$ cat src/fault_regs_defs.svh
`ifndef FAULT_REGS_DEFS_SVH
`define FAULT_REGS_DEFS_SVH

// Register byte offsets
`define OFS_FSR        8'h00
`define OFS_RESTORE    8'h04
`define OFS_RESUME     8'h08
`define OFS_SYN_FIRST  8'h0C
`define OFS_SYN_SECOND 8'h10
`define OFS_ATTR_LOW   8'h14
`define OFS_ATTR_HIGH  8'h18
`define OFS_NMREMAP    8'h1C
`define OFS_BANK_CFG   8'h20

// Fault status fields
`define FSR_SS_BIT     30
`define FSR_FMT_LSB    8
`define FSR_FMT_MASK   32'h00000300
`define FSR_SS_MASK    32'h40000000
`define FSR_FAULT_MASK 32'h000000FE

// First syndrome fields
`define SYN_S1IDX_LSB  16
`define SYN_AFR_BIT    11
`define SYN_WALK_EXTERNAL_FAULT_FLAG_BIT   10
`define SYN_NS_BIT     8
`define SYN_IND_BIT    6
`define SYN_PNU_BIT    5
`define SYN_WNR_BIT    4

// Bank configuration fields
`define CFG_S2FMT_BIT  0
`define CFG_SECURE_BIT 1
`define CFG_SCHEME_LSB 2

// Stored width of the stage-one bank index
`define S1_IDX_W       4
`define NESTED_CAP     1'b1
`define RESET_WORD     32'h00000000

`endif

$ cat src/fault_regs_pkg.sv
package fault_regs_pkg;
`include "fault_regs_defs.svh"

    typedef enum logic [1:0] {
        SCHEME_SHORT32,
        SCHEME_LONG32,
        SCHEME_LONG64
    } scheme_t;

    typedef enum logic [2:0] {
        FK_WALK,
        FK_TRANSLATION,
        FK_ACCESS,
        FK_PERMISSION,
        FK_OTHER
    } fault_kind_t;

    typedef struct packed {
        logic                 ack;
        logic [31:0]          rdata;
        logic [31:0]          fsr;
        logic [`S1_IDX_W-1:0] s1idx;
        logic                 async_recorded_flag;
        logic                 walk_external_fault_flag;
        logic                 security_attr_flag;
        logic                 instr_fetch_flag;
        logic                 privileged_flag;
        logic                 write_access_flag;
        logic [1:0]           fault_table_level;
        logic [31:0]          syn_second;
        logic [31:0]          attr_low;
        logic [31:0]          attr_high;
        logic [31:0]          nmremap;
        logic [3:0]           cfg;
        logic                 resume;
    } regs_t;

    typedef struct packed {
        logic [7:0] mem_attr;
        logic [1:0] inner;
        logic [1:0] outer;
        logic       indirect;
    } lookup_t;

    // Byte-lane merge of a bus write
    function automatic logic [31:0] wb_merge(input logic [31:0] old, input logic [31:0] wd,
                                             input logic [3:0] sel);
        logic [31:0] r;
        r = old;
        for (int i = 0; i < 4; i++) begin
            if (sel[i]) begin
                r[i*8 +: 8] = wd[i*8 +: 8];
            end
        end
        return r;
    endfunction

    // Stream override: 0x pass, 10 force 0, 11 force 1
    function automatic logic apply_ovr(input logic [1:0] ovr, input logic v);
        return ovr[1] ? ovr[0] : v;
    endfunction
endpackage

$ cat src/attr_lookup.sv
`timescale 1ns/1ps
`default_nettype none
module attr_lookup (
    input  wire logic                     clk_i,
    input  wire logic                     rst_i,
    input  wire fault_regs_pkg::scheme_t  scheme_i,
    input  wire logic [2:0]               attr_index_i,
    input  wire logic [31:0]              attr_low_i,
    input  wire logic [31:0]              attr_high_i,
    input  wire logic [31:0]              nmremap_i,
    input  wire logic [7:0]               region_normal_i,
    output logic [7:0]                    mem_attr_o,
    output logic [1:0]                    inner_cache_o,
    output logic [1:0]                    outer_cache_o,
    output logic                          indirect_o
);
    fault_regs_pkg::lookup_t st_r;
    fault_regs_pkg::lookup_t st_nxt;
    logic [63:0]             attr_pair;

    assign attr_pair = {attr_high_i, attr_low_i};

    // Long schemes index the attribute pair; the short scheme maps through nmremap
    always_comb begin
        st_nxt = st_r;
        st_nxt.indirect = (scheme_i != fault_regs_pkg::SCHEME_SHORT32);
        if (st_nxt.indirect) begin
            st_nxt.mem_attr = attr_pair[attr_index_i*8 +: 8];
            st_nxt.inner    = 2'h0;
            st_nxt.outer    = 2'h0;
        end else begin
            st_nxt.mem_attr = 8'h00;
            // Non-normal regions carry no cacheability mapping
            if (region_normal_i[attr_index_i]) begin
                st_nxt.outer = nmremap_i[16 + attr_index_i*2 +: 2];
                st_nxt.inner = nmremap_i[attr_index_i*2 +: 2];
            end else begin
                st_nxt.outer = 2'h0;
                st_nxt.inner = 2'h0;
            end
        end
    end

    always_ff @(posedge clk_i) begin
        if (rst_i) begin
            st_r <= '0;
        end else begin
            st_r <= st_nxt;
        end
    end

    assign mem_attr_o    = st_r.mem_attr;
    assign inner_cache_o = st_r.inner;
    assign outer_cache_o = st_r.outer;
    assign indirect_o    = st_r.indirect;
endmodule
`default_nettype wire

$ cat src/context_fault_syndrome_regs.sv
`include "fault_regs_defs.svh"
`timescale 1ns/1ps
`default_nettype none
module context_fault_syndrome_regs (
    input  wire logic                        clk_i,
    input  wire logic                        rst_i,
    input  wire logic                        cyc_i,
    input  wire logic                        stb_i,
    input  wire logic                        we_i,
    input  wire logic [7:0]                  adr_i,
    input  wire logic [3:0]                  sel_i,
    input  wire logic [31:0]                 dat_i,
    output logic [31:0]                      dat_o,
    output logic                             ack_o,
    input  wire logic                        fault_valid_i,
    input  wire logic [7:0]                  fault_type_i,
    input  wire logic                        fault_stall_i,
    input  wire logic                        fault_async_i,
    input  wire fault_regs_pkg::fault_kind_t fault_kind_i,
    input  wire logic                        walk_ext_fault_i,
    input  wire logic                        walk_disabled_i,
    input  wire logic [1:0]                  level_i,
    input  wire logic [1:0]                  final_level_i,
    input  wire logic                        ns_attr_i,
    input  wire logic                        instr_i,
    input  wire logic                        priv_i,
    input  wire logic                        write_i,
    input  wire logic                        atomic_i,
    input  wire logic                        miss_read_i,
    input  wire logic                        miss_write_i,
    input  wire logic                        nested_i,
    input  wire logic [7:0]                  stage1_bank_index_i,
    input  wire logic [1:0]                  stream_security_override_i,
    input  wire logic [1:0]                  stream_instr_override_i,
    input  wire logic [1:0]                  stream_priv_override_i,
    input  wire logic [2:0]                  attr_index_i,
    input  wire logic [7:0]                  region_normal_i,
    output logic                             stalled_o,
    output logic                             fault_pending_o,
    output logic                             resume_o,
    output logic [7:0]                       mem_attr_o,
    output logic [1:0]                       inner_cache_o,
    output logic [1:0]                       outer_cache_o,
    output logic                             indirect_o
);
    fault_regs_pkg::regs_t   st_r;
    fault_regs_pkg::regs_t   st_nxt;
    fault_regs_pkg::scheme_t scheme;
    logic [31:0]             fsr_word;
    logic [31:0]             syn_word;
    logic [31:0]             merged;
    logic [31:0]             rd_word;
    logic [7:0]              word_adr;
    logic                    req;
    logic                    wr_now;
    logic                    idx_live;
    logic                    wnr_cap;

    // Level reported for a fault of a given kind
    function automatic logic [1:0] fault_level(input fault_regs_pkg::fault_kind_t k,
                                               input logic dis, input logic [1:0] lvl,
                                               input logic [1:0] fin,
                                               input fault_regs_pkg::scheme_t sch);
        logic [1:0] r;
        r = lvl;
        if (k == fault_regs_pkg::FK_PERMISSION) begin
            r = fin;
        end else if (k == fault_regs_pkg::FK_TRANSLATION && dis) begin
            r = (sch == fault_regs_pkg::SCHEME_LONG64) ? 2'h0 : 2'h1;
        end
        return r;
    endfunction

    assign word_adr = {adr_i[7:2], 2'h0};
    assign scheme   = fault_regs_pkg::scheme_t'(st_r.cfg[`CFG_SCHEME_LSB +: 2]);
    assign req      = cyc_i & stb_i;
    // Writes land on the edge where the master sees ack
    assign wr_now   = req & we_i & st_r.ack;
    // Index is kept only in stage-two banks of a nesting unit
    assign idx_live = st_r.cfg[`CFG_S2FMT_BIT] & `NESTED_CAP;

    // Format field is derived, never stored
    assign fsr_word = st_r.fsr | ({30'h0, scheme} << `FSR_FMT_LSB);

    // Reassemble the first syndrome word; reserved bits read zero
    always_comb begin
        syn_word = 32'h00000000;
        syn_word[`SYN_S1IDX_LSB +: `S1_IDX_W] = st_r.s1idx;
        syn_word[`SYN_AFR_BIT]  = st_r.async_recorded_flag;
        syn_word[`SYN_WALK_EXTERNAL_FAULT_FLAG_BIT] = st_r.walk_external_fault_flag;
        syn_word[`SYN_NS_BIT]   = st_r.security_attr_flag & st_r.cfg[`CFG_SECURE_BIT];
        syn_word[`SYN_IND_BIT]  = st_r.instr_fetch_flag;
        syn_word[`SYN_PNU_BIT]  = st_r.privileged_flag;
        syn_word[`SYN_WNR_BIT]  = st_r.write_access_flag;
        syn_word[1:0]           = st_r.fault_table_level;
    end

    // Read mux; restore and resume registers read as zero
    always_comb begin
        unique case (word_adr)
            `OFS_FSR:        rd_word = fsr_word;
            `OFS_SYN_FIRST:  rd_word = syn_word;
            `OFS_SYN_SECOND: rd_word = st_r.syn_second;
            `OFS_ATTR_LOW:   rd_word = st_r.attr_low;
            `OFS_ATTR_HIGH:  rd_word = st_r.attr_high;
            `OFS_NMREMAP:    rd_word = st_r.nmremap;
            `OFS_BANK_CFG:   rd_word = {28'h0, st_r.cfg};
            default:         rd_word = 32'h00000000;
        endcase
    end

    // Atomics name the missing permission; both or other give read
    assign wnr_cap = atomic_i ? (miss_write_i & ~miss_read_i) : write_i;

    // Software writes first, fault capture after so a fault beats a write
    always_comb begin
        st_nxt        = st_r;
        st_nxt.ack    = req & ~st_r.ack;
        st_nxt.resume = 1'b0;
        merged        = 32'h00000000;
        if (req & ~st_r.ack & ~we_i) begin
            st_nxt.rdata = rd_word;
        end else if (~req) begin
            st_nxt.rdata = 32'h00000000;
        end
        if (wr_now) begin
            unique case (word_adr)
                `OFS_RESTORE: begin
                    merged = fault_regs_pkg::wb_merge(fsr_word, dat_i, sel_i);
                    // Format and stall bits ignore the written value
                    st_nxt.fsr = (merged & ~(`FSR_FMT_MASK | `FSR_SS_MASK))
                               | (st_r.fsr & `FSR_SS_MASK);
                end
                `OFS_RESUME: begin
                    st_nxt.fsr[`FSR_SS_BIT] = 1'b0;
                    st_nxt.resume = 1'b1;
                end
                `OFS_SYN_FIRST: begin
                    merged = fault_regs_pkg::wb_merge(syn_word, dat_i, sel_i);
                    if (idx_live) begin
                        st_nxt.s1idx = merged[`SYN_S1IDX_LSB +: `S1_IDX_W];
                    end
                    st_nxt.async_recorded_flag    = merged[`SYN_AFR_BIT];
                    st_nxt.walk_external_fault_flag   = merged[`SYN_WALK_EXTERNAL_FAULT_FLAG_BIT];
                    st_nxt.security_attr_flag = merged[`SYN_NS_BIT];
                    st_nxt.instr_fetch_flag    = merged[`SYN_IND_BIT];
                    st_nxt.privileged_flag    = merged[`SYN_PNU_BIT];
                    st_nxt.write_access_flag    = merged[`SYN_WNR_BIT];
                    st_nxt.fault_table_level   = merged[1:0];
                end
                `OFS_SYN_SECOND: begin
                    st_nxt.syn_second = fault_regs_pkg::wb_merge(st_r.syn_second, dat_i, sel_i);
                end
                `OFS_ATTR_LOW: begin
                    st_nxt.attr_low = fault_regs_pkg::wb_merge(st_r.attr_low, dat_i, sel_i);
                end
                `OFS_ATTR_HIGH: begin
                    st_nxt.attr_high = fault_regs_pkg::wb_merge(st_r.attr_high, dat_i, sel_i);
                end
                `OFS_NMREMAP: begin
                    st_nxt.nmremap = fault_regs_pkg::wb_merge(st_r.nmremap, dat_i, sel_i);
                end
                `OFS_BANK_CFG: begin
                    merged = fault_regs_pkg::wb_merge({28'h0, st_r.cfg}, dat_i, sel_i);
                    st_nxt.cfg = merged[3:0];
                end
                default: begin
                end
            endcase
        end
        // Fault capture
        if (fault_valid_i) begin
            st_nxt.fsr = st_nxt.fsr | ({24'h0, fault_type_i} & `FSR_FAULT_MASK);
            if (fault_stall_i) begin
                st_nxt.fsr[`FSR_SS_BIT] = 1'b1;
            end
            // Only the low bits of the bank number are kept
            st_nxt.s1idx  = (idx_live & nested_i)
                          ? stage1_bank_index_i[`S1_IDX_W-1:0] : st_r.s1idx;
            st_nxt.async_recorded_flag    = fault_async_i;
            st_nxt.walk_external_fault_flag   = walk_ext_fault_i & (fault_kind_i == fault_regs_pkg::FK_WALK);
            st_nxt.security_attr_flag = fault_regs_pkg::apply_ovr(stream_security_override_i, ns_attr_i);
            st_nxt.instr_fetch_flag    = fault_regs_pkg::apply_ovr(stream_instr_override_i, instr_i);
            st_nxt.privileged_flag    = fault_regs_pkg::apply_ovr(stream_priv_override_i, priv_i);
            st_nxt.write_access_flag    = wnr_cap;
            st_nxt.fault_table_level   = fault_level(fault_kind_i, walk_disabled_i, level_i,
                                        final_level_i, scheme);
        end
        if (~idx_live) begin
            st_nxt.s1idx = '0;
        end
    end

    // State register
    always_ff @(posedge clk_i) begin
        if (rst_i) begin
            st_r <= '0;
        end else begin
            st_r <= st_nxt;
        end
    end

    assign ack_o           = st_r.ack;
    assign dat_o           = st_r.rdata;
    assign stalled_o       = st_r.fsr[`FSR_SS_BIT];
    assign fault_pending_o = |(st_r.fsr & `FSR_FAULT_MASK);
    assign resume_o        = st_r.resume;

    // Attribute lookup for the walk
    attr_lookup u_lookup (
        .clk_i           (clk_i),
        .rst_i           (rst_i),
        .scheme_i        (scheme),
        .attr_index_i    (attr_index_i),
        .attr_low_i      (st_r.attr_low),
        .attr_high_i     (st_r.attr_high),
        .nmremap_i       (st_r.nmremap),
        .region_normal_i (region_normal_i),
        .mem_attr_o      (mem_attr_o),
        .inner_cache_o   (inner_cache_o),
        .outer_cache_o   (outer_cache_o),
        .indirect_o      (indirect_o)
    );

    // Checks
    chk_restore_keeps_ss: assert property (@(posedge clk_i) disable iff (rst_i)
        wr_now && word_adr == `OFS_RESTORE && !fault_valid_i |=> $stable(stalled_o))
        else $error("restore write changed stall bit");
    chk_restore_loads: assert property (@(posedge clk_i) disable iff (rst_i)
        wr_now && word_adr == `OFS_RESTORE && sel_i == 4'hF && !fault_valid_i
        |=> (st_r.fsr & ~`FSR_SS_MASK) == ($past(dat_i) & ~(`FSR_SS_MASK | `FSR_FMT_MASK)))
        else $error("restore write did not load status");
    chk_ss_only_resume: assert property (@(posedge clk_i) disable iff (rst_i)
        $fell(stalled_o) |-> $past(wr_now) && $past(word_adr) == `OFS_RESUME)
        else $error("stall bit cleared without resume");
    chk_restore_reads_zero: assert property (@(posedge clk_i) disable iff (rst_i)
        req && !we_i && !ack_o && word_adr == `OFS_RESTORE |=> ack_o && dat_o == 32'h00000000)
        else $error("restore register returned data");
    chk_async_flag: assert property (@(posedge clk_i) disable iff (rst_i)
        fault_valid_i |=> st_r.async_recorded_flag == $past(fault_async_i))
        else $error("async flag wrong after fault");
    chk_walk_flag: assert property (@(posedge clk_i) disable iff (rst_i)
        fault_valid_i && fault_kind_i != fault_regs_pkg::FK_WALK |=> !st_r.walk_external_fault_flag)
        else $error("walk flag set for non-walk fault");
    chk_write_flag: assert property (@(posedge clk_i) disable iff (rst_i)
        fault_valid_i && !atomic_i |=> st_r.write_access_flag == $past(write_i))
        else $error("write flag mismatch");
    chk_atomic_both: assert property (@(posedge clk_i) disable iff (rst_i)
        fault_valid_i && atomic_i && miss_read_i |=> !st_r.write_access_flag)
        else $error("atomic fault must show read");
    chk_disabled_level: assert property (@(posedge clk_i) disable iff (rst_i)
        fault_valid_i && fault_kind_i == fault_regs_pkg::FK_TRANSLATION && walk_disabled_i
        |=> st_r.fault_table_level == ((scheme == fault_regs_pkg::SCHEME_LONG64) ? 2'h0 : 2'h1))
        else $error("disabled walk level wrong");
    chk_perm_level: assert property (@(posedge clk_i) disable iff (rst_i)
        fault_valid_i && fault_kind_i == fault_regs_pkg::FK_PERMISSION
        |=> st_r.fault_table_level == $past(final_level_i))
        else $error("permission level not final level");
    chk_index_gated: assert property (@(posedge clk_i) disable iff (rst_i)
        !idx_live |=> st_r.s1idx == '0)
        else $error("index kept in stage-one bank");
    chk_ack_single: assert property (@(posedge clk_i) disable iff (rst_i)
        req && !ack_o |=> ack_o ##1 !ack_o)
        else $error("ack not a single cycle");

    cov_fault: cover property (@(posedge clk_i) disable iff (rst_i) fault_valid_i && fault_stall_i);
    cov_restore: cover property (@(posedge clk_i) disable iff (rst_i) wr_now && word_adr == `OFS_RESTORE);
    cov_resume: cover property (@(posedge clk_i) disable iff (rst_i) $fell(stalled_o));
    cov_syn_read: cover property (@(posedge clk_i) disable iff (rst_i)
        ack_o && !we_i && word_adr == `OFS_SYN_FIRST);
endmodule
`default_nettype wire

$ cat config.mk
export PLATFORM = sky130hd
export DESIGN_NAME = context_fault_syndrome_regs
export DESIGN_NICKNAME = d
export VERILOG_FILES = /design/src/fault_regs_pkg.sv /design/src/attr_lookup.sv /design/src/context_fault_syndrome_regs.sv
export VERILOG_INCLUDE_DIRS = /design/src /design/src/src
export SDC_FILE = /design/constraint.sdc
export NUM_CORES = 1
export LEC_CHECK = 0
export ABC_CLOCK_PERIOD_IN_PS = 5100
export BUFFER_PORTS_ARGS = -buffer_cell sky130_fd_sc_hd__clkbuf_2
export CAP_MARGIN = 20
export CELL_PAD_IN_SITES_DETAIL_PLACEMENT = 1
export CELL_PAD_IN_SITES_GLOBAL_PLACEMENT = 2
export CORE_ASPECT_RATIO = 1.5
export CORE_UTILIZATION = 30
export DETAILED_ROUTE_END_ITERATION = 10
export HOLD_SLACK_MARGIN = 0.06
export PLACE_DENSITY_LB_ADDON = 0.1
export SYNTH_ARGS = -nofsm -noshare
export SYNTH_HDL_FRONTEND = slang
export SYNTH_SLANG_ARGS = --single-unit
$ cat constraint.sdc
create_clock -name clk_i -period 5.1 [get_ports clk_i]
set_clock_uncertainty 0.1 [all_clocks]
set_input_delay 1.53 -clock clk_i [delete_from_list [all_inputs] [get_ports clk_i]]
set_output_delay 1.53 -clock clk_i [all_outputs]
set_load 0.005 [all_outputs]
==> results.py <==
metrics = {
    "critical_path": {
        "path_max_fanout": 16,
        "crit_type": "in -> reg",
        "cpPeakStageDelay_ps": 610,
        "start_kind": "input port",
        "worst-r2r-cell-count": 4,
        "cp.required_ps": 5450,
        "cpMaxStageDelayCell": "and2_1",
        "endpoint_kind": "flop",
        "worstPathArrival_ps": 4080,
        "path_cells": "clkbuf_2 -> and2_1 -> buf_4 -> nand4_1 -> mux2_2 -> a211oi_1",
    },
    "yosys": {
        "async_reset_ff_frac": 0,
        "synth_top_flop_cell": "dfxtp_1",
        "netlist_instances": 1065,
        "yosysWarnings": 0,
        "ys_seq_elements": 221,
        "ys_seq_area_frac": 0.4181,
        "synth.area.top_cells": "dfxtp_1, mux2i_1, nor2_1, mux4_2, buf_4",
        "syn_area_per_cell_um2": 9.936,
        "netlist_area_um2": 10580,
        "yosysTopAreaCellShare": 0.4181,
        "ys_types": 51,
        "syn_nets": 1167,
        "synth_edf_count": 0,
        "yosys.area.top_type": "dfxtp_1",
    },
    "clock_tree": {
        "cts_setup_buffers": 0,
        "clock_sinks": 221,
        "numCtsBuffers": 25,
        "clockBufferDepth": 3,
        "hold_buffers": 0,
        "cts_tree": "yes",
        "clockRootBuffer": "clkbuf_16",
        "clkTransAtPathRegs_ps": 60,
        "clk_latency_ps": 530,
        "cts_resized": 0,
        "cts_max_level": 1,
    },
    "floorplan": {
        "io_pins": 151,
        "core_area_um2": 34480,
        "die_h_um": 232.0,
        "dieWidth_um": 155.3,
        "start_util": 0.3069,
        "core.rowCount": 83,
        "dieArea_um2": 36040,
    },
    "finish": {
        "nets": 1252,
        "final_core_util": 0.3580,
        "final_cells": 1633,
        "layout-drive-gt1-share": 0.2367,
        "final_cell_area_um2": 12340,
        "antenna_cells": 0,
        "syn2layout_area_growth_pct": 16.66,
    },
    "routing": {
        "drcViolationCount": 0,
        "vias": 8551,
        "wl_mm": 39.46,
        "first_iter_violations": 360,
        "firstDrtPassIters": 5,
        "via_per_inst": 5.236,
        "avgRoutedWirePerCell_um": 24.16,
        "ant_nets": 0,
    },
    "sta": {
        "period_needed_ps": 3733,
        "max_slew_margin": 0.2284,
        "worst_slew_pin_slew_ps": 1155,
        "period_share": 0.7319,
        "finalSetupTns_ps": 0,
        "setup_viol": 0,
        "final-hold-violation-count": 0,
        "rsz0062_at_grt": "no",
        "fmax_mhz": 267.9,
        "slew_viol_final": 0,
    },
    "worst_hold_path": {
        "min_path_type": "reg -> reg",
        "whs_path_depth": 2,
    },
    "grt": {
        "grt_first_pass_wirelength_mm": 58.71,
        "gr-total-overflow": 0,
        "antenna_found_initial": 0,
        "grt_pass1_vias": 8959,
        "grt_max_degree": 93,
        "grt_usage": 0.2217,
    },
    "power": {
        "finalPower_mw": 3.809,
        "vdd_drop_max_v": 0.0002038,
        "power_leakage_nw": 5.984,
        "p_per_area_nw_per_um2": 308.6,
    },
    "placement": {
        "portBuffers": 143,
        "place_hpwl_mm": 28.15,
        "placed_cells": 1590,
        "place_congestion": 0.7805,
        "place_area_um2": 11530,
    },
    "run": {
        "cap_violations": 0,
    },
    "status": {
        "status": "finished, final reports clean",
    },
}
state kept, by name (all words and copies together) (netlist names):
| signal | count |
|---|---|
| scheme | 2 |
| stalled_o | 1 |
| u_lookup.inner_cache_o | 2 |
| resume_o | 1 |
| u_lookup.outer_cache_o | 2 |
| dat_o | 32 |
| u_lookup.indirect_o | 1 |
| ack_o | 1 |
| u_lookup.mem_attr_o | 8 |
| st_r | 170 |
| idx_live | 1 |
through the flow:
step	hold WS, ps	worst slack (ps)
final	352.9	1367
after global routing	393.7	1253
after CTS	360.8	1363
after detailed placement	346.3	809.5
after global placement	341.0	841.7
after floorplan	326.3	1969
layout by cell type (no fill, tap or decap), types with 10 or more instances in the layout:
cell type,Yosys,final
mux2i_1,198,198
a2111oi_0,17,17
buf_4,33,27
a22oi_1,17,17
nand3_1,10,10
clkbuf_16,0,25
o21ai_0,25,25
clkbuf_2,0,142
mux4_2,29,29
dfxtp_1,221,221
a221oi_1,12,12
a21oi_1,20,20
nand4_4,10,10
nand2_1,53,53
nor3_1,26,25
and3_1,35,35
nand4_2,10,10
nor2_1,184,183
final timing paths:
kind | startpoint | to | slack [ps]
setup / recovery | adr_i[2] | st_r[133] | 1370
hold reg to reg | dat_o[25] | dat_o[25] | 350
hold / removal | dat_o[25] | dat_o[25] | 350
setup reg to reg | ack_o | st_r[133] | 2550
cells in the mapped netlist, types with 3 or more instances:
library cell  instances
or3b_2                8
mux4_2               29
nand4_1               4
nand3_1              10
nor2_1              184
mux2_2                5
o21ai_0              25
a222oi_1              5
clkbuf_1             51
and2_1                8
a2111oi_0            17
a21oi_1              20
a22o_1                6
buf_1                 4
a221oi_1             12
nand2_1              53
nand4_4              10
dfxtp_1             221
a22oi_1              17
and3_1               35
nand4_2              10
mux2i_1             198
buf_4                33
a311oi_1              6
o22a_1                4
buf_2                23
inv_1                 6
nor3_1               26
a32oi_1               3
metal layers:
metal  GRT usage  wire length [µm]  up-vias
li1            -                 -     4001
met1      0.2674             16720     4320
met2      0.4004             20240      180
met3     0.02538              1170       50
met4     0.08119              1321        0
met5           0                 0        -
power by group:
part / internal, mW / switching [mW]
sequential: 1.74 / 0.00689
clock: 1.08 / 0.745
combinational: 0.0789 / 0.165
kinds of logic (layout without fill, tap and decap cells):
family	Yosys count	in the layout	synth area share
simple gates	366	366	0.1817
mux	232	232	0.2543
flops	221	221	0.4181
buf+inv	118	219	0.05699
compound gates	128	128	0.08880
area by class of cell:
class / instances / area, µm²
clock buffer: 41 / 775.7
clock inverter: 2 / 35.03
fill: 3983 / 22130
inverter: 6 / 22.52
multi-input combinational: 726 / 5569
sequential: 221 / 4424
tap: 467 / 584.3
timing repair buffer: 170 / 933.4
worst max-delay path, delay by kind of cell:
family | cells | cell delay (ps)
buf+inv | 2 | 820
mux | 1 | 440
compound gates | 1 | 190
simple gates | 2 | 1070
(Power assumes the default switching activity.)
